File: src/common/vmx_pkg.sv
package vmx_pkg;

  // slave address: fixed low bits, strap pins fill the top two
  localparam logic [7:0] VMX_BASE_ADDR    = 8'h06;
  localparam int         VMX_STRAP_HI_BIT = 7;
  localparam int         VMX_STRAP_LO_BIT = 6;

  // register offsets and register count
  localparam logic [7:0] VMX_REG_SEL12 = 8'h00;
  localparam logic [7:0] VMX_REG_SEL34 = 8'h01;
  localparam logic [7:0] VMX_REG_SEL56 = 8'h02;
  localparam logic [7:0] VMX_REG_CLAMP = 8'h03;
  localparam logic [7:0] VMX_REG_GAIN  = 8'h04;
  localparam logic [7:0] VMX_REG_COUNT = 8'h05;

  // values after reset and field layout
  localparam logic [7:0] VMX_REG_RESET = 8'h00;
  localparam logic [3:0] VMX_SEL_OFF   = 4'h0;
  localparam logic [3:0] VMX_SEL_MAX   = 4'h8;
  localparam int         VMX_SEL_LO    = 0;
  localparam int         VMX_SEL_HI    = 4;
  localparam int         VMX_NUM_IN    = 8;
  localparam int         VMX_NUM_OUT   = 6;
  localparam int         VMX_NUM_PAIRS = 3;

  // bit counter value of the last bit of a byte
  localparam logic [2:0] VMX_LAST_BIT = 3'h7;

  // receiver states and byte kinds
  typedef enum logic [1:0] {
    VMX_ST_IDLE,
    VMX_ST_RECV,
    VMX_ST_ACK,
    VMX_ST_IGNORE
  } vmx_state_e;

  typedef enum logic [1:0] {
    VMX_PH_ADDR,
    VMX_PH_PTR,
    VMX_PH_DATA
  } vmx_phase_e;

  // control outputs toward the analog matrix
  typedef struct packed {
    logic [VMX_NUM_OUT-1:0][3:0]            sel;
    logic [VMX_NUM_OUT-1:0][VMX_NUM_IN-1:0] src;
    logic [VMX_NUM_OUT-1:0]                 pdn;
    logic [VMX_NUM_IN-1:0]                  input_level_mode;
    logic [VMX_NUM_OUT-1:0]                 output_amp_level;
  } vmx_ctrl_s;

  // open-drain data line
  typedef struct packed {
    logic o;
    logic oe;
  } vmx_od_s;

endpackage : vmx_pkg

File: src/vmx_ctrl.sv
`timescale 1ns/1ps

// Functional notes
// (RL1) base slave address 0x06, offset by straps
// (RL2) upper strap sets bit 7, lower bit 6
// (RL3) write: address, register pointer, data byte
// (RL4) pair registers: low nibble odd, high even
// (RL5) zero means off, 1 to 8 pick inputs
// (RL6) off selection powers the output down
// (RL7) many outputs may share one input
// (RL8) clamp register: 1 clamp, 0 bias per input
// (RL9) gain register: 0 is 6dB, 1 is 0dB
// (RL10) all control fields clear after reset
// (RL11) unmapped writes acknowledged, change nothing
// (RL12) write only, data line never carries data
// (RL13) data change during clock high is control
// (RL14) start: data falls while clock high, restart
// (RL15) stop: data rises while clock high, idle
// (RL16) hold data low through ninth clock high
// (RL17) first byte after start is the address
// (RL18) master starts only on an idle bus
// (RL19) master clocks at standard rate, 100 kHz; testbench master runs at 3.125 MHz (8 clk periods of 40 ns)
// (RL20) unlimited data bytes, each one acknowledged
// (RL21) address mismatch: no acknowledge, wait start
// (RL22) each data byte writes, pointer then advances
// (RL23) register updates when acknowledge clock ends
module vmx_ctrl
  import vmx_pkg::*;
(
  // clock and reset
  input  wire logic              clk,
  input  wire logic              arst_n,
  // two-wire bus pins
  input  wire logic              scl,
  input  wire logic              sda,
  output logic                   sda_drive,
  output logic                   sda_oe,
  // address straps
  input  wire logic              slave_id_strap_bit6,
  input  wire logic              slave_id_strap_bit7,
  // control toward the analog matrix
  output vmx_pkg::vmx_ctrl_s     ctrl,
  // receiver status
  output logic                   bus_busy
);

  // one-hot source decode of a selection field
  function automatic logic [VMX_NUM_IN-1:0] sel_onehot(input logic [3:0] s);
    logic [VMX_NUM_IN-1:0] oh;
    oh = '0;
    if (s != VMX_SEL_OFF && s <= VMX_SEL_MAX) begin
      oh = VMX_NUM_IN'(1) << (s - 4'h1);
    end
    return oh;
  endfunction : sel_onehot

  logic [3:0]                 pins_s;
  logic                       scl_s;
  logic                       sda_s;
  logic                       scl_q;
  logic                       sda_q;
  logic                       strap6_s;
  logic                       strap7_s;
  logic                       scl_rise;
  logic                       scl_fall;
  logic                       start_det;
  logic                       stop_det;
  vmx_state_e                 state_r;
  vmx_phase_e                 phase_r;
  logic [2:0]                 bit_cnt_r;
  logic                       byte_done_r;
  logic [7:0]                 shift_r;
  logic [7:0]                 ptr_r;
  logic [VMX_REG_COUNT-1:0][7:0] regs_r;
  vmx_od_s                    od_r;
  logic [7:0]                 my_addr;
  logic                       addr_hit;
  logic                       byte_end;
  logic                       ack_end;
  logic                       wr_en;

  // pins cross into the clock domain
  vmx_sync #(
    .W (4)
  ) u_sync (
    .clk    (clk),
    .arst_n (arst_n),
    .d      ({slave_id_strap_bit7, slave_id_strap_bit6, sda, scl}),
    .q      (pins_s)
  );

  assign scl_s    = pins_s[0];
  assign sda_s    = pins_s[1];
  assign strap6_s = pins_s[2];
  assign strap7_s = pins_s[3];

  // previous line levels for edge finding
  always_ff @(posedge clk or negedge arst_n) begin
    if (!arst_n) begin
      scl_q <= 1'b1;
      sda_q <= 1'b1;
    end else begin
      scl_q <= scl_s;
      sda_q <= sda_s;
    end
  end

  // clock edges and bus conditions
  // (RL13) control while clock high
  assign scl_rise  = scl_s & ~scl_q;
  assign scl_fall  = ~scl_s & scl_q;
  assign start_det = scl_s & scl_q & sda_q & ~sda_s;
  assign stop_det  = scl_s & scl_q & ~sda_q & sda_s;

  // own address from base value and straps
  // (RL1) base plus strap offset
  // (RL2) straps on bits 7 and 6
  always_comb begin
    my_addr                   = VMX_BASE_ADDR;
    my_addr[VMX_STRAP_HI_BIT] = strap7_s;
    my_addr[VMX_STRAP_LO_BIT] = strap6_s;
  end

  // byte and acknowledge boundaries
  assign addr_hit = (shift_r == my_addr);
  assign byte_end = (state_r == VMX_ST_RECV) && byte_done_r && scl_fall;
  assign ack_end  = (state_r == VMX_ST_ACK) && scl_fall;
  assign wr_en    = ack_end && (phase_r == VMX_PH_DATA) && (ptr_r < VMX_REG_COUNT);

  // receiver state
  always_ff @(posedge clk or negedge arst_n) begin
    if (!arst_n) begin
      state_r <= VMX_ST_IDLE;
    end else if (start_det) begin
      // (RL14) start restarts reception
      state_r <= VMX_ST_RECV;
    end else if (stop_det) begin
      // (RL15) stop returns to idle
      state_r <= VMX_ST_IDLE;
    end else begin
      case (state_r)
        VMX_ST_RECV: begin
          if (byte_end) begin
            // (RL21) foreign address ignored
            if (phase_r == VMX_PH_ADDR && !addr_hit) begin
              state_r <= VMX_ST_IGNORE;
            end else begin
              state_r <= VMX_ST_ACK;
            end
          end
        end
        VMX_ST_ACK: begin
          if (ack_end) begin
            state_r <= VMX_ST_RECV;
          end
        end
        VMX_ST_IDLE:   state_r <= VMX_ST_IDLE;
        VMX_ST_IGNORE: state_r <= VMX_ST_IGNORE;
        default:       state_r <= VMX_ST_IDLE;
      endcase
    end
  end

  // bit counter and shift register
  always_ff @(posedge clk or negedge arst_n) begin
    if (!arst_n) begin
      bit_cnt_r   <= 3'h0;
      byte_done_r <= 1'b0;
      shift_r     <= 8'h00;
    end else if (start_det || stop_det || ack_end) begin
      bit_cnt_r   <= 3'h0;
      byte_done_r <= 1'b0;
    end else if (state_r == VMX_ST_RECV && scl_rise) begin
      // bits arrive msb first, sampled at clock rise
      shift_r     <= {shift_r[6:0], sda_s};
      bit_cnt_r   <= bit_cnt_r + 3'h1;
      byte_done_r <= (bit_cnt_r == VMX_LAST_BIT);
    end
  end

  // byte kind within the transfer
  always_ff @(posedge clk or negedge arst_n) begin
    if (!arst_n) begin
      phase_r <= VMX_PH_ADDR;
    end else if (start_det) begin
      // (RL17) first byte is the address
      phase_r <= VMX_PH_ADDR;
    end else if (ack_end) begin
      // (RL3) address, pointer, then data
      case (phase_r)
        VMX_PH_ADDR: phase_r <= VMX_PH_PTR;
        VMX_PH_PTR:  phase_r <= VMX_PH_DATA;
        VMX_PH_DATA: phase_r <= VMX_PH_DATA;
        default:     phase_r <= VMX_PH_ADDR;
      endcase
    end
  end

  // register pointer
  always_ff @(posedge clk or negedge arst_n) begin
    if (!arst_n) begin
      ptr_r <= 8'h00;
    end else if (ack_end && phase_r == VMX_PH_PTR) begin
      ptr_r <= shift_r;
    end else if (ack_end && phase_r == VMX_PH_DATA) begin
      // (RL22) advance after each data byte
      ptr_r <= ptr_r + 8'h01;
    end
  end

  // control registers
  // (RL10) all fields clear at reset
  always_ff @(posedge clk or negedge arst_n) begin
    if (!arst_n) begin
      regs_r <= {VMX_REG_COUNT{VMX_REG_RESET}};
    end else if (wr_en) begin
      // (RL23) commit at end of acknowledge clock
      // (RL11) unmapped pointers never reach here
      regs_r[ptr_r[2:0]] <= shift_r;
    end
  end

  // acknowledge drive on the data line
  always_ff @(posedge clk or negedge arst_n) begin
    if (!arst_n) begin
      od_r <= '0;
    end else if (start_det || stop_det || ack_end) begin
      od_r <= '0;
    end else if (byte_end && !(phase_r == VMX_PH_ADDR && !addr_hit)) begin
      // (RL16) pull low through ninth pulse
      // (RL20) every byte after address acked
      od_r.oe <= 1'b1;
    end
  end

  // (RL12) only ever drives a low acknowledge
  assign sda_drive = od_r.o;
  assign sda_oe   = od_r.oe;
  assign bus_busy = (state_r != VMX_ST_IDLE);

  // register fields mapped onto the matrix controls
  always_comb begin
    ctrl = '0;
    for (int k = 0; k < VMX_NUM_PAIRS; k++) begin
      // (RL4) low nibble odd output, high nibble even
      ctrl.sel[2*k]   = regs_r[k][VMX_SEL_LO +: 4];
      ctrl.sel[2*k+1] = regs_r[k][VMX_SEL_HI +: 4];
    end
    for (int n = 0; n < VMX_NUM_OUT; n++) begin
      // (RL5) binary input number, zero is off
      // (RL7) each output decoded independently
      ctrl.src[n] = sel_onehot(ctrl.sel[n]);
      // (RL6) off selection powers down
      ctrl.pdn[n] = (ctrl.sel[n] == VMX_SEL_OFF);
    end
    // (RL8) clamp or bias per input
    ctrl.input_level_mode = regs_r[VMX_REG_CLAMP[2:0]];
    // (RL9) gain per output, top bits unused
    ctrl.output_amp_level = regs_r[VMX_REG_GAIN[2:0]][VMX_NUM_OUT-1:0];
  end
endmodule : vmx_ctrl

File: src/vmx_sync.sv
`timescale 1ns/1ps

// two flip-flop synchroniser, one lane per bit
module vmx_sync #(
  parameter int W = 1
) (
  // clock and reset
  input  wire logic         clk,
  input  wire logic         arst_n,
  // asynchronous in, synchronous out
  input  wire logic [W-1:0] d,
  output logic      [W-1:0] q
);

  logic [W-1:0] meta_r;

  // first stage feeds only the second stage
  always_ff @(posedge clk or negedge arst_n) begin
    if (!arst_n) begin
      // bus lines idle high: resetting to one avoids a false edge after reset
      meta_r <= '1;
      q      <= '1;
    end else begin
      meta_r <= d;
      q      <= meta_r;
    end
  end

endmodule : vmx_sync
File: config.mk
export PLATFORM = sky130hd
export DESIGN_NAME = vmx_ctrl
export DESIGN_NICKNAME = d
export VERILOG_FILES = /design/src/common/vmx_pkg.sv /design/src/vmx_ctrl.sv /design/src/vmx_sync.sv
export SDC_FILE = /design/constraint.sdc
export NUM_CORES = 1
export LEC_CHECK = 0
export ABC_CLOCK_PERIOD_IN_PS = 4200
export BUFFER_PORTS_ARGS = -buffer_cell sky130_fd_sc_hd__buf_2
export CAP_MARGIN = 20
export CORE_MARGIN = 4
export CORE_UTILIZATION = 45
export CTS_BUF_LIST = sky130_fd_sc_hd__clkbuf_8
export DETAILED_ROUTE_END_ITERATION = 6
export GPL_TIMING_DRIVEN = 0
export PLACE_DENSITY = 0.68
export SLEW_MARGIN = 25
export SYNTH_ARGS = -nofsm -noshare
export SYNTH_HDL_FRONTEND = slang
export SYNTH_SLANG_ARGS = --single-unit
File: constraint.sdc
create_clock -name clk -period 4.2 [get_ports clk]
set_input_delay 0.42 -clock clk [delete_from_list [all_inputs] [get_ports clk]]
set_output_delay 0.42 -clock clk [all_outputs]
set_load 0.05 [all_outputs]
Word level (Yosys, flattened, before mapping). Index checks and enable logic that the tools add are counted.

Bits in registers: 75. Input port bits: 6. Output and inout port bits: 95. Word-level logic and storage cells: 128.

$add $sub $neg: 8. Order comparisons: 9. Equal/unequal tests: 9. Shift operators: 6. Mux-type cells: 26. Bitwise operators: 12. Reductions and logical operators: 42.

Operators with widths (number): 2-to-1 mux 8 bit (9); left shift 1 x 4 -> 8 bit (first input constant) (6); bitwise mux 40 bit (1); demux 8 bit (select 3 bit) (1); less-or-equal comparator 4 bit (second input constant) (6); zero test 4 bit (6); nonzero test 4 bit (6); subtractor 4 x 1 -> 4 bit (second input constant) (6); logical AND 1 bit (16); 2-to-1 mux 2 bit (6); nonzero test 2 bit (5); adder 8 x 1 -> 8 bit (second input constant) (1); equality test 8 bit (1); < comparator 8 x 3 -> 1 bit (second input constant) (1); != test 4 bit (second input constant) (2); case mux 2 bit (4 select lines) (1); AND 1 bit (7); equality test 2 bit (second input constant) (3); 2-to-1 mux 3 bit (2); 2-to-1 mux 1 bit (5); NOT 1 bit (5); equality test 2 x 1 -> 1 bit (second input constant) (2); zero test 2 bit (2); < comparator 3 x 4 -> 1 bit (second input constant) (1); other kinds (8) (11).

Depth between registers and ports, before layout. Gate-level depths: netlist (run 1).

Depth in word-level cells: 8. Gate-level depth with buffers: 8. Gate-level depth less buffers: 6.

By module. From an unflattened synthesis (run 1), not the netlist that was laid out.

Cells, all modules: 311. Area total of the unflattened synthesis: 3545.9 µm².

Modules (own cells, without submodules): vmx_ctrl (instances 1, cells each 303, area an instance 3335.7 µm², sequential area each 1629.1 µm²); vmx_sync (instances 1, cells each 8, area an instance 210.2 µm², sequential area each 210.2 µm²).

Least setup slack after synthesis (run 1). Ideal clock, no wire load.

Path kind: reg-to-output. Start point: register regs_r, in the netlist ctrl[71]. End point: output ctrl[27] in the netlist's numbering. Data arrival time: 2.363 ns. Data required time: 3.780 ns. Slack: 1.417 ns. Cell stages (with the launch flop): 2. Path buffers: 0. Cells stage by stage: dfrtp_1 > nor4b_1.

RTL lines: start: declaration (RTL line vmx_ctrl.sv:74) `logic [VMX_REG_COUNT-1:0][7:0] regs_r;`; start signal: assignment (RTL line vmx_ctrl.sv:215) `regs_r <= {VMX_REG_COUNT{VMX_REG_RESET}};`; start signal: indexed assignment (RTL line vmx_ctrl.sv:219) `regs_r[ptr_r[2:0]] <= shift_r;`; end: declaration (RTL line vmx_ctrl.sv:42) `output vmx_pkg::vmx_ctrl_s ctrl,`.

Worst setup path after layout (run 1).
Start point: register ptr_r[3]. End point: register regs_r, in the netlist ctrl[77].

Cells in the longest elaborated chain, start to end: 2.

Ends and longest elaborated chain: start: declaration (RTL line vmx_ctrl.sv:73) `logic [7:0] ptr_r;`; start signal: assignment (RTL line vmx_ctrl.sv:204) `ptr_r <= shift_r;`; start signal: assignment (RTL line vmx_ctrl.sv:207) `ptr_r <= ptr_r + 8'h01;`; < comparator 8 x 3 -> 1 bit (RTL line vmx_ctrl.sv:128) `assign wr_en = ack_end && (phase_r == VMX_PH_DATA) && (ptr_r < VMX_REG_COUNT);`; logical AND 1 bit (RTL line vmx_ctrl.sv:128).

Every way passes these cells. A chain may end at the register's enable or synchronous reset.

==> results of run 1 <==
==> layout by cell type (no fill, tap or decap), types with 9 or more instances in the layout <==
cell type	Yosys	routed
sky130_fd_sc_hd__buf_2	1	99
sky130_fd_sc_hd__dfrtp_1	63	63
sky130_fd_sc_hd__mux2_2	39	39
sky130_fd_sc_hd__nor3_1	27	27
sky130_fd_sc_hd__nor2_1	26	26
sky130_fd_sc_hd__nand2_1	21	21
sky130_fd_sc_hd__nand2b_1	19	19
sky130_fd_sc_hd__o21ai_0	10	10
sky130_fd_sc_hd__clkbuf_8	0	10
sky130_fd_sc_hd__dfstp_2	10	10
sky130_fd_sc_hd__a21oi_1	9	9
==> area by class of cell <==
cell class              count  area (µm²)
multi-input cells         229        1630
repair buffers            100         518
plain buffers              11        46.3
clock inverters             6        65.1
clock buffers              10         138
well taps                 102         128
inverters                   8        30.0
flip-flops and latches     73        1840
fillers                   672        3290
==> registers in the layout, summed over array words and instances (netlist names) <==
| signal | cells |
|---|---|
| bit_cnt_r | 3 |
| byte_done_r | 1 |
| ctrl | 38 |
| phase_r | 2 |
| ptr_r | 8 |
| scl_q | 1 |
| sda_oe | 1 |
| sda_q | 1 |
| shift_r | 8 |
| state_r | 2 |
| u_sync.meta_r | 4 |
| u_sync.q | 4 |
==> report_power, final <==
part           total (W)  internal, W  switching, W  leakage (nW)
sequential      0.000899     0.000772      0.000127         0.956
combinational   0.000219     0.000107      0.000112          1.18
clock           0.000557     0.000291      0.000266         0.103
total            0.00167      0.00117      0.000505          2.23
==> metal layers <==
layer | vias up | track usage [%]
met1 | 1373 | 20.8
met3 | 11 | 5.05
met4 | 0 | 5.18
li1 | 1384 | -
met5 | - | 0
met2 | 76 | 27.6
==> worst max-delay path, cell delays in order, from the launching register on <==
cell	delay [ns]
sky130_fd_sc_hd__dfrtp_1	0.43
sky130_fd_sc_hd__or4_1	0.58
sky130_fd_sc_hd__a2111oi_4	0.46
sky130_fd_sc_hd__nand4_1	0.45
sky130_fd_sc_hd__mux2_2	0.41
==> through the flow <==
stage	instance area [µm²]	total power [W]	worst slack, ns	std cells	hold slack [ns]
after floorplan	3550	0.00101	1.42	321	0.124
after global placement	4170	0.00112	1.78	522	0.346
after detailed placement	4190	0.00113	1.78	523	0.348
after CTS	4400	0.00169	1.76	539	0.000165
after global routing	4400	0.00176	1.61	539	0.0109
final	4400	0.00167	1.77	539	-0.00490
==> cells by family after synthesis <==
logic type / after synthesis
xor+xnor: 3
other cells: 1
compound gates: 36
mux: 50
buf+inv: 19
flops: 73
fa+ha+maj: 7
simple gates: 132
==> final timing paths <==
kind	startpoint	end	slack (ns)	cells after the start
worst min register to register	u_sync.meta_r[3]$_DFF_PN1_	u_sync.q[3]$_DFF_PN1_	0.36	0
worst max register to register	ptr_r[3]$_DFFE_PN0P_	ctrl[77]$_DFFE_PN0P_	1.77	4
worst min-delay path	arst_n	sda_oe$_DFFE_PN0P_	-0.005	1
worst max-delay path	ptr_r[3]$_DFFE_PN0P_	ctrl[77]$_DFFE_PN0P_	1.77	4
min in group clk	sda	u_sync.meta_r[1]$_DFF_PN1_	0.16	1
max in group asynchronous	arst_n	u_sync.meta_r[2]$_DFF_PN1_	3.61	2
==> reports/summary.txt, run 1 <==
Global-route usage over all layers = 16.6%
Number of enable-type register cells in the synthesized netlist = 0
Pre-Repair DR Iteration Count = 4
Average footprint of a synthesized cell = 11.1 µm²
Starting utilization of the core area = 46.1%
Layout area overhead = 23.9%
Post-synthesis register bit count = 73
Final number of max-transition violations = 0
Largest net degree at the start of global routing = 43
Boundary pin count = 101
Post-synthesis instance total = 321
Setup TNS = 0 ns
# nets final = 445
Number of global-route vias before repair = 2658
Most repeated cell in the gate-level netlist after synthesis = sky130_fd_sc_hd__dfrtp_1
Net count after synthesis = 334
H-Tree Level Count = 3
Vias per inst = 5.28
Fraction of registers with async set or reset after synthesis = 100%
CTS Buf Count = 9
Fin crit period = 2.43 ns
Hold slack final = -0.00490 ns
Hold buffer count at cts = 0
Critical setup path kind = flop to flop
Final setup violation count = 0
Die ar. = 9370 µm²
Warnings, synthesis = 0
Number of rows in the core area = 32
Area fraction in compound gates after synthesis = 7.02%
Share of cell area taken by muxes after synthesis = 15.8%
Met2 routed wirelength = 3780 µm
Worst slew pin tran = 0.496 ns
Violated checks = negative hold slack
Main combinational cell family by area after synthesis = simple AND/OR/NAND/NOR gates
Maximum Capacitance Violations = 0
Worst-path clk slew = 0.08 ns
GP Congestion = 0.822
Relative slew slack = 66.5%
Critical path fanouts, max = 8
Total routed wire length on the met1 layer = 3510 µm
Number of buffers on the longest clock path = 2
Antenna violations before repair = 0
Number of unique standard cell types used by synthesis = 43
Adder and majority cell fraction of the synthesized area = 2.47%
Clk Tree Root Cell = sky130_fd_sc_hd__clkbuf_8
Mapped cell area = 3550 µm²
Placeable core region = 7690 µm²
Final Routed Wirelength = 7850 µm
Power density over the cells = 381 nW/µm²
Commonest cells in the netlist = 63 x sky130_fd_sc_hd__dfrtp_1, 39 x sky130_fd_sc_hd__mux2_2, 27 x sky130_fd_sc_hd__nor3_1
Hold Violations, Final = 13
Cell types with the largest area share after synthesis = sky130_fd_sc_hd__dfrtp_1 44%, sky130_fd_sc_hd__mux2_2 12%, sky130_fd_sc_hd__dfstp_2 7.4%
Portion of the post-synthesis area used by sequential elements = 51.9%
Worst voltage drop across the vdd grid = 0.304 mV
Number of antenna repair diodes = 0
Area share of the leading cell type in the synthesized netlist = 44.4%
TritonCTS clock tree = yes
Path class of the lowest-slack min-delay path = primary input to async pin
Clock latency reported for the late side of the worst-skew pair = 0.36 ns
Status = finished, violations left
Basic-gate share of the synthesized area counting and, or, nand and nor cells = 19.9%
Top achievable clock speed = 411 MHz
Resized cells post-CTS = 0
Post-CTS repair timing setup buffer count = 0
Sink Count = 73
Clk_skew = 0.0122 ns
Die Wd = 96.8 µm
Startpoint kind of the worst setup timing path = flop
DRC violation count after routing = 0
DRC marker count from the first detailed-route iteration = 130
Share of the clock period used by the worst path after layout = 57.9%
Arrival @ worst endpoint = 2.67 ns
Largest area contributor in the synthesized netlist = sky130_fd_sc_hd__dfrtp_1
Number of vias in the routed layout = 2844
Chip height = 96.8 µm
Standby leakage power = 2.23 nW
Setup crit end kind = flop
WP data required = 4.44 ns
IO buf count = 99
Ys flop type = sky130_fd_sc_hd__dfrtp_1
Wire length of the first global-routing pass = 12800 µm
Layout cell share with drive strength beyond 1 = 38.9%
Routed wire length per instance = 14.6 µm
Residual overflow from global routing = 0
Highest Signal Layer = met4
Util after Layout = 57.2%
Post-Synth XOR/XNOR Area = 0.741%
Met3 Routed Length = 470 µm
Post-DP HPWL = 5640 µm
Remaining antenna violation count = 0
Unrepaired setup endpoints after global routing = false
No activity file was read; power rests on OpenSTA's default activity.
==> run 2: changes to the inputs <==
ABC_CLOCK_PERIOD_IN_PS = 2400   (was 4200)
clock period = 2.4 ns   (was 4.2 ns; I/O delays follow)
==> run 2 against run 1 <==
  * Critical endpoint is now ctrl[9]$_DFFE_PN0P_
  * Largest cell class unchanged
  * Worst hold slack better by 0.32 ns
  * Register-to-register slack worse by 1.6 ns
  * Via count up 0.77%
  * Critical path depth up 1
  * The flow now finishes without violations
  * Combinational power up 79%
  * Highest routed layer unchanged
  * Sequential power up 75%
  * Critical path type unchanged
  * Utilization up 1.6 points
==> reports/summary.txt, run 2 (synthesis results as in run 1) <==
Power density over the cells = 618 nW/µm² (+62%)
Boundary pin count = 101 (unchanged)
Fin crit period = 2.27 ns (-0.166 ns)
IO buf count = 99 (unchanged)
Most common cell after layout, fill and taps aside = sky130_fd_sc_hd__buf_2
DRC violation count after routing = 0 (unchanged)
GP Congestion = 0.811 (-1.4%)
Standby leakage power = 2.28 nW (+2.0%)
Worst-path clk slew = 0.08 ns (about the same)
Pre-Repair DR Iteration Count = 4 (unchanged)
Residual overflow from global routing = 0 (unchanged)
Critical path fanouts, max = 8 (unchanged)
Setup TNS = 0 ns (unchanged)
Setup crit end kind = flop
Number of buffers on the longest clock path = 2 (unchanged)
Critical setup path kind = flop to flop
WP data required = 2.63 ns (-1.81 ns)
Final number of max-transition violations = 0 (unchanged)
Largest net degree at the start of global routing = 56 (+30%)
Post-DP HPWL = 5730 µm (+1.6%)
Die Wd = 96.8 µm (unchanged)
Startpoint kind of the worst setup timing path = flop
H-Tree Level Count = 3 (unchanged)
Starting utilization of the core area = 46.1% (unchanged)
# nets final = 453 (+1.8%)
R2R depth = 5 (+1)
Cell Area, Placed = 4280 µm² (+2.0%)
Layout area overhead = 27.4%
Hold Violations, Final = 0 (-13)
Number of antenna repair diodes = 0 (unchanged)
Reg2Reg Launch Point = ptr_r[3]$_DFFE_PN0P_
Sink Count = 73 (unchanged)
Number of global-route vias before repair = 2776 (+4.4%)
Remaining antenna violation count = 0 (unchanged)
Die ar. = 9370 µm² (unchanged)
Placed Cells = 523 (unchanged)
Number of vias in the routed layout = 2866 (+0.77%)
Global-route usage over all layers = 17.5% (+0.92 points)
Launch point of the worst path = ptr_r[3]$_DFFE_PN0P_
Final Routed Wirelength = 7900 µm (+0.59%)
Post-layout instance count excluding filler cells = 547 (+1.5%)
Design Area, Final = 4520 µm² (+2.8%)
Top library cells by usage in the layout, fill and taps aside = 99 x sky130_fd_sc_hd__buf_2, 63 x sky130_fd_sc_hd__dfrtp_1, 39 x sky130_fd_sc_hd__mux2_2
Clk Tree Root Cell = sky130_fd_sc_hd__clkbuf_8
Antenna violations before repair = 0 (unchanged)
DRC marker count from the first detailed-route iteration = 98 (-25%)
Unrepaired setup endpoints after global routing = false
Top achievable clock speed = 442 MHz (+7.3%)
Path class of the lowest-slack min-delay path = primary input to async pin
Clk_skew = 0.0112 ns (-0.00101 ns)
Routed wire length per instance = 14.4 µm (-0.89%)
TritonCTS clock tree = yes
Share of the clock period used by the worst path after layout = 94.4% (+37 points)
Final setup violation count = 0 (unchanged)
Placeable core region = 7690 µm² (unchanged)
Arrival @ worst endpoint = 2.49 ns (-0.18 ns)
Relative slew slack = 65.4% (-1.0 points)
Wire length of the first global-routing pass = 13500 µm (+5.1%)
CTS Buf Count = 9 (unchanged)
Maximum Capacitance Violations = 0 (unchanged)
Chip height = 96.8 µm (unchanged)
Layout cell share with drive strength beyond 1 = 41.3% (+2.4 points)
Clock latency reported for the late side of the worst-skew pair = 0.34 ns (-0.02 ns)
Number of rows in the core area = 32 (unchanged)
Worst slew pin tran = 0.512 ns (+0.0155 ns)
Worst voltage drop across the vdd grid = 0.422 mV (+39%)
Vias per inst = 5.24 (-0.70%)
Number of flip-flops under the largest register name = 38 (unchanged)
Status = complete, no violations
run 2: cell types whose count changed in the layout (fill, tap and decap cells not counted), moves of 3 or more:
cell	change
sky130_fd_sc_hd__nor4_1	-6
sky130_fd_sc_hd__dlygate4sd3_1	+5
sky130_fd_sc_hd__nor4_2	+6
sky130_fd_sc_hd__nor4b_1	-6
sky130_fd_sc_hd__nor4b_2	+6
sky130_fd_sc_hd__buf_4	+3
run 2: per-stage QoR:
step	utilization [%]	setup WS, ns	hold WS, ns	power (W)
final	58.8	0.135	0.312	0.00279
after global routing	58.8	0.0183	0.332	0.00295
after CTS	58.8	0.00958	0.303	0.00283
after detailed placement	55.6	-0.0395	0.141	0.00198
after global placement	55.2	-0.0145	0.346	0.00195
after floorplan	-	0.166	-0.0556	0.00177
run 2: path summary, 6_finish.rpt:
kind / endpoint / slack (ns)
max: ctrl[9]$_DFFE_PN0P_ / 0.13
min in group clk: u_sync.q[3]$_DFF_PN1_ / 0.36
max in group asynchronous: scl_q$_DFF_PN1_ / 1.49
min: ctrl[10]$_DFFE_PN0P_ / 0.31
min reg2reg: u_sync.q[3]$_DFF_PN1_ / 0.36
max reg2reg: ctrl[9]$_DFFE_PN0P_ / 0.13
run 2: per-layer routing:
metal | GRT usage (%) | part of all wire, % | vias to the layer above
met5 | 0 | 0 | -
li1 | - | - | 1402
met1 | 21.9 | 45 | 1375
met3 | 4.25 | 5.4 | 14
met4 | 7.78 | 1.9 | 0
met2 | 28.9 | 48 | 75
run 2: where the power goes:
group          internal [W]  total (W)  switching (W)
Sequential          0.00135    0.00157       0.000218
Combinational      0.000194   0.000393       0.000199
Clock              0.000372   0.000829       0.000457
run 2: worst max-delay path: stages, from the launching register on:
cell                        delay (ns)
sky130_fd_sc_hd__dfrtp_1          0.44
sky130_fd_sc_hd__or4_1            0.59
sky130_fd_sc_hd__a2111oi_4        0.32
sky130_fd_sc_hd__and4_1           0.23
sky130_fd_sc_hd__buf_2            0.22
sky130_fd_sc_hd__mux2_1           0.35
run 2: layout make-up:
class	instances	area [µm²]
multi-input cells	229	1710
plain buffers	11	46.3
inverters	8	30.0
clock inverters	7	46.3
flip-flops and latches	73	1840
fillers	676	3170
clock buffers	9	124
repair buffers	108	598
well taps	102	128
run 2: repair_timing:
item	4_1_cts	5_1_grt
endpoints found under the hold margin	22	0
setup buffers	3	0
setup endpoints to repair	22	16
hold buffers	5	0
pin swaps	1	1
gates resized for setup	0	0
==> run 3: changes to the inputs <==
RECOVER_POWER = 50   (was not set)
TNS_END_PERCENT = 30   (was not set)
==> run 3 against run 2 <==
  * The run now ends with max-capacitance violations, max-slew violations left
  * Fmax increased by 0.86%
  * Critical path depth decreased by 1
  * Clock-buffer cell count increased by 1
  * Total power increased by 4.1%
  * Design area decreased by 2.0%
  * Worst hold slack improved by 0.046 ns
  * Clock skew decreased by 0.0053 ns
  * Routed wire length increased by 2.7%
  * Worst setup slack improved by 0.019 ns
  * Largest cell class unchanged
==> reports/summary.txt, run 3 (synthesis results as in run 1) <==
Status = finished, violations left
Violated checks = max-capacitance violations, max-slew violations
Worst voltage drop across the vdd grid = 0.457 mV (+8.3%)
Launch point of the worst hold path = u_sync.meta_r[3]$_DFF_PN1_
Path class of the lowest-slack min-delay path = flop to flop
Largest net degree at the start of global routing = 47 (-16%)
Number of filler instances in the final layout = 681 (+0.74%)
Routed wire length per instance = 14.9 µm (+2.9%)
TritonCTS clock tree = yes
Post-DP HPWL = 5720 µm (-0.20%)
Placeable core region = 7690 µm² (unchanged)
Global-route usage over all layers = 17.9% (+0.34 points)
Number of antenna repair diodes = 0 (unchanged)
Top achievable clock speed = 445 MHz (+0.86%)
Antenna violations before repair = 0 (unchanged)
Maximum Capacitance Violations = 1 (+1)
Remaining antenna violation count = 0 (unchanged)
Die ar. = 9370 µm² (unchanged)
Startpoint kind of the worst setup timing path = flop
Layout area overhead = 24.9%
Residual overflow from global routing = 0 (unchanged)
WP data required = 2.62 ns (about the same)
Number of global-route vias before repair = 2845 (+2.5%)
Clock latency reported for the late side of the worst-skew pair = 0.34 ns (about the same)
Setup crit end kind = flop
Die Wd = 96.8 µm (unchanged)
Top library cells by usage in the layout, fill and taps aside = 64 x sky130_fd_sc_hd__buf_2, 63 x sky130_fd_sc_hd__dfrtp_1, 42 x sky130_fd_sc_hd__clkbuf_1
Final setup violation count = 0 (unchanged)
Placed Cells = 523 (unchanged)
DRC violation count after routing = 0 (unchanged)
Unrepaired setup endpoints after global routing = false
Vias per inst = 5.28 (+0.85%)
Number of rows in the core area = 32 (unchanged)
Wire length of the first global-routing pass = 13900 µm (+2.8%)
Pre-Repair DR Iteration Count = 4 (unchanged)
Power density over the cells = 656 nW/µm² (+6.1%)
Worst-path clk slew = 0.07 ns (about the same)
Post-layout instance count excluding filler cells = 546 (-0.18%)
H-Tree Level Count = 3 (unchanged)
Hold Violations, Final = 0 (unchanged)
Chip height = 96.8 µm (unchanged)
Standby leakage power = 2.11 nW (-7.3%)
Util after Layout = 57.6% (-1.2 points)
Critical setup path kind = flop to flop
Minimum setup slack after placement = -0.0309 ns (+0.00865 ns)
Worst slew pin tran = 1.55 ns (+1.03 ns)
Critical path fanouts, max = 8 (unchanged)
Setup slack of the critical path after layout = 0.154 ns (+0.0193 ns)
CTS Buf Count = 9 (unchanged)
Boundary pin count = 101 (unchanged)
Launch point of the worst path = ptr_r[3]$_DFFE_PN0P_
Number of flip-flops under the largest register name = 38 (unchanged)
Share of the clock period used by the worst path after layout = 93.6% (-0.80 points)
Most common cell after layout, fill and taps aside = sky130_fd_sc_hd__buf_2
Reg2Reg Launch Point = ptr_r[3]$_DFFE_PN0P_
Layout cell share with drive strength beyond 1 = 31.1% (-10 points)
Arrival @ worst endpoint = 2.47 ns (-0.02 ns)
Starting utilization of the core area = 46.1% (unchanged)
# nets final = 452 (-0.22%)
Final Routed Wirelength = 8120 µm (+2.7%)
Power, Total = 0.00290 W (+4.1%)
Number of buffers on the longest clock path = 2 (unchanged)
Clk_skew = 0.00584 ns (-0.00533 ns)
Fin crit period = 2.25 ns (-0.0193 ns)
DRC marker count from the first detailed-route iteration = 97 (-1.0%)
Sink Count = 73 (unchanged)
GP Congestion = 0.790 (-2.5%)
Final number of max-transition violations = 28 (+28)
Sequential cell area = 1840 µm² (unchanged)
Relative slew slack = -3.05% (-68 points)
IO buf count = 99 (unchanged)
Hold slack final = 0.357 ns (+0.0456 ns)
Number of vias in the routed layout = 2885 (+0.66%)
Area occupied by multi-input gates = 1650 µm² (-3.3%)
Clk Tree Root Cell = sky130_fd_sc_hd__clkbuf_8
==> run 3: changes by cell type in the layout (fill, tap and decap cells not counted), sizes merged <==
cell / change
buf: -37
inv: -1
clkinv: -1
bufinv: +1
clkbuf: +37
==> run 3: metrics by stage <==
stage                     instance area [µm²]  setup TNS [ns]
after floorplan                          3570          -0.963
after global placement                   4190          -0.155
after detailed placement                 4210          -0.405
after CTS                                4470               0
after global routing                     4430               0
final                                    4430               0
==> run 3: worst max-delay path, stage by stage (launching register included) <==
cell and delay (ns):
sky130_fd_sc_hd__dfrtp_1 0.44, sky130_fd_sc_hd__or4_1 0.59, sky130_fd_sc_hd__a2111oi_4 0.32, sky130_fd_sc_hd__nand3_1 0.40, sky130_fd_sc_hd__mux2_2 0.39
==> run 3: final cells by class <==
type                    count  area share, %
plain buffers              11           1.10
repair buffers            107           12.1
well taps                 102           2.88
inverters                   8          0.678
multi-input cells         229           37.3
clock inverters             6           1.33
flip-flops and latches     73           41.5
clock buffers              10           3.11
==> run 3: worst paths after layout <==
kind	endpoint	slack, ns	cells after the start
setup / recovery	ctrl[69]$_DFFE_PN0P_	0.15	4
setup reg to reg	ctrl[69]$_DFFE_PN0P_	0.15	4
hold / removal	u_sync.q[3]$_DFF_PN1_	0.36	0
min in group asynchronous	sda_oe$_DFFE_PN0P_	0.81	2
max in group asynchronous	u_sync.q[3]$_DFF_PN1_	0.61	3
hold reg to reg	u_sync.q[3]$_DFF_PN1_	0.36	0
==> run 3: layer usage <==
metal  vias to the layer above  track usage [%]  share of wire, %
met5                         -                0                 0
met4                         0             7.78               1.0
met3                         8             3.89               5.5
met2                        70             30.1                49
met1                      1413             22.1                44
li1                       1394                -                 -
==> run 3: power breakdown <==
group	internal [W]	switching [W]
Clock	0.000501	0.000432
Combinational	0.000192	0.000204
Sequential	0.00135	0.000226
Total	0.00204	0.000861
==> run 3: timing repair <==
item                       CTS  global route
hold endpoints to repair    31             0
gates cloned                 0             0
hold buffers                 5             0
buffers inserted             2             0
gates resized for setup      0             1
pin swaps                    1             1
setup endpoints to repair   16            22
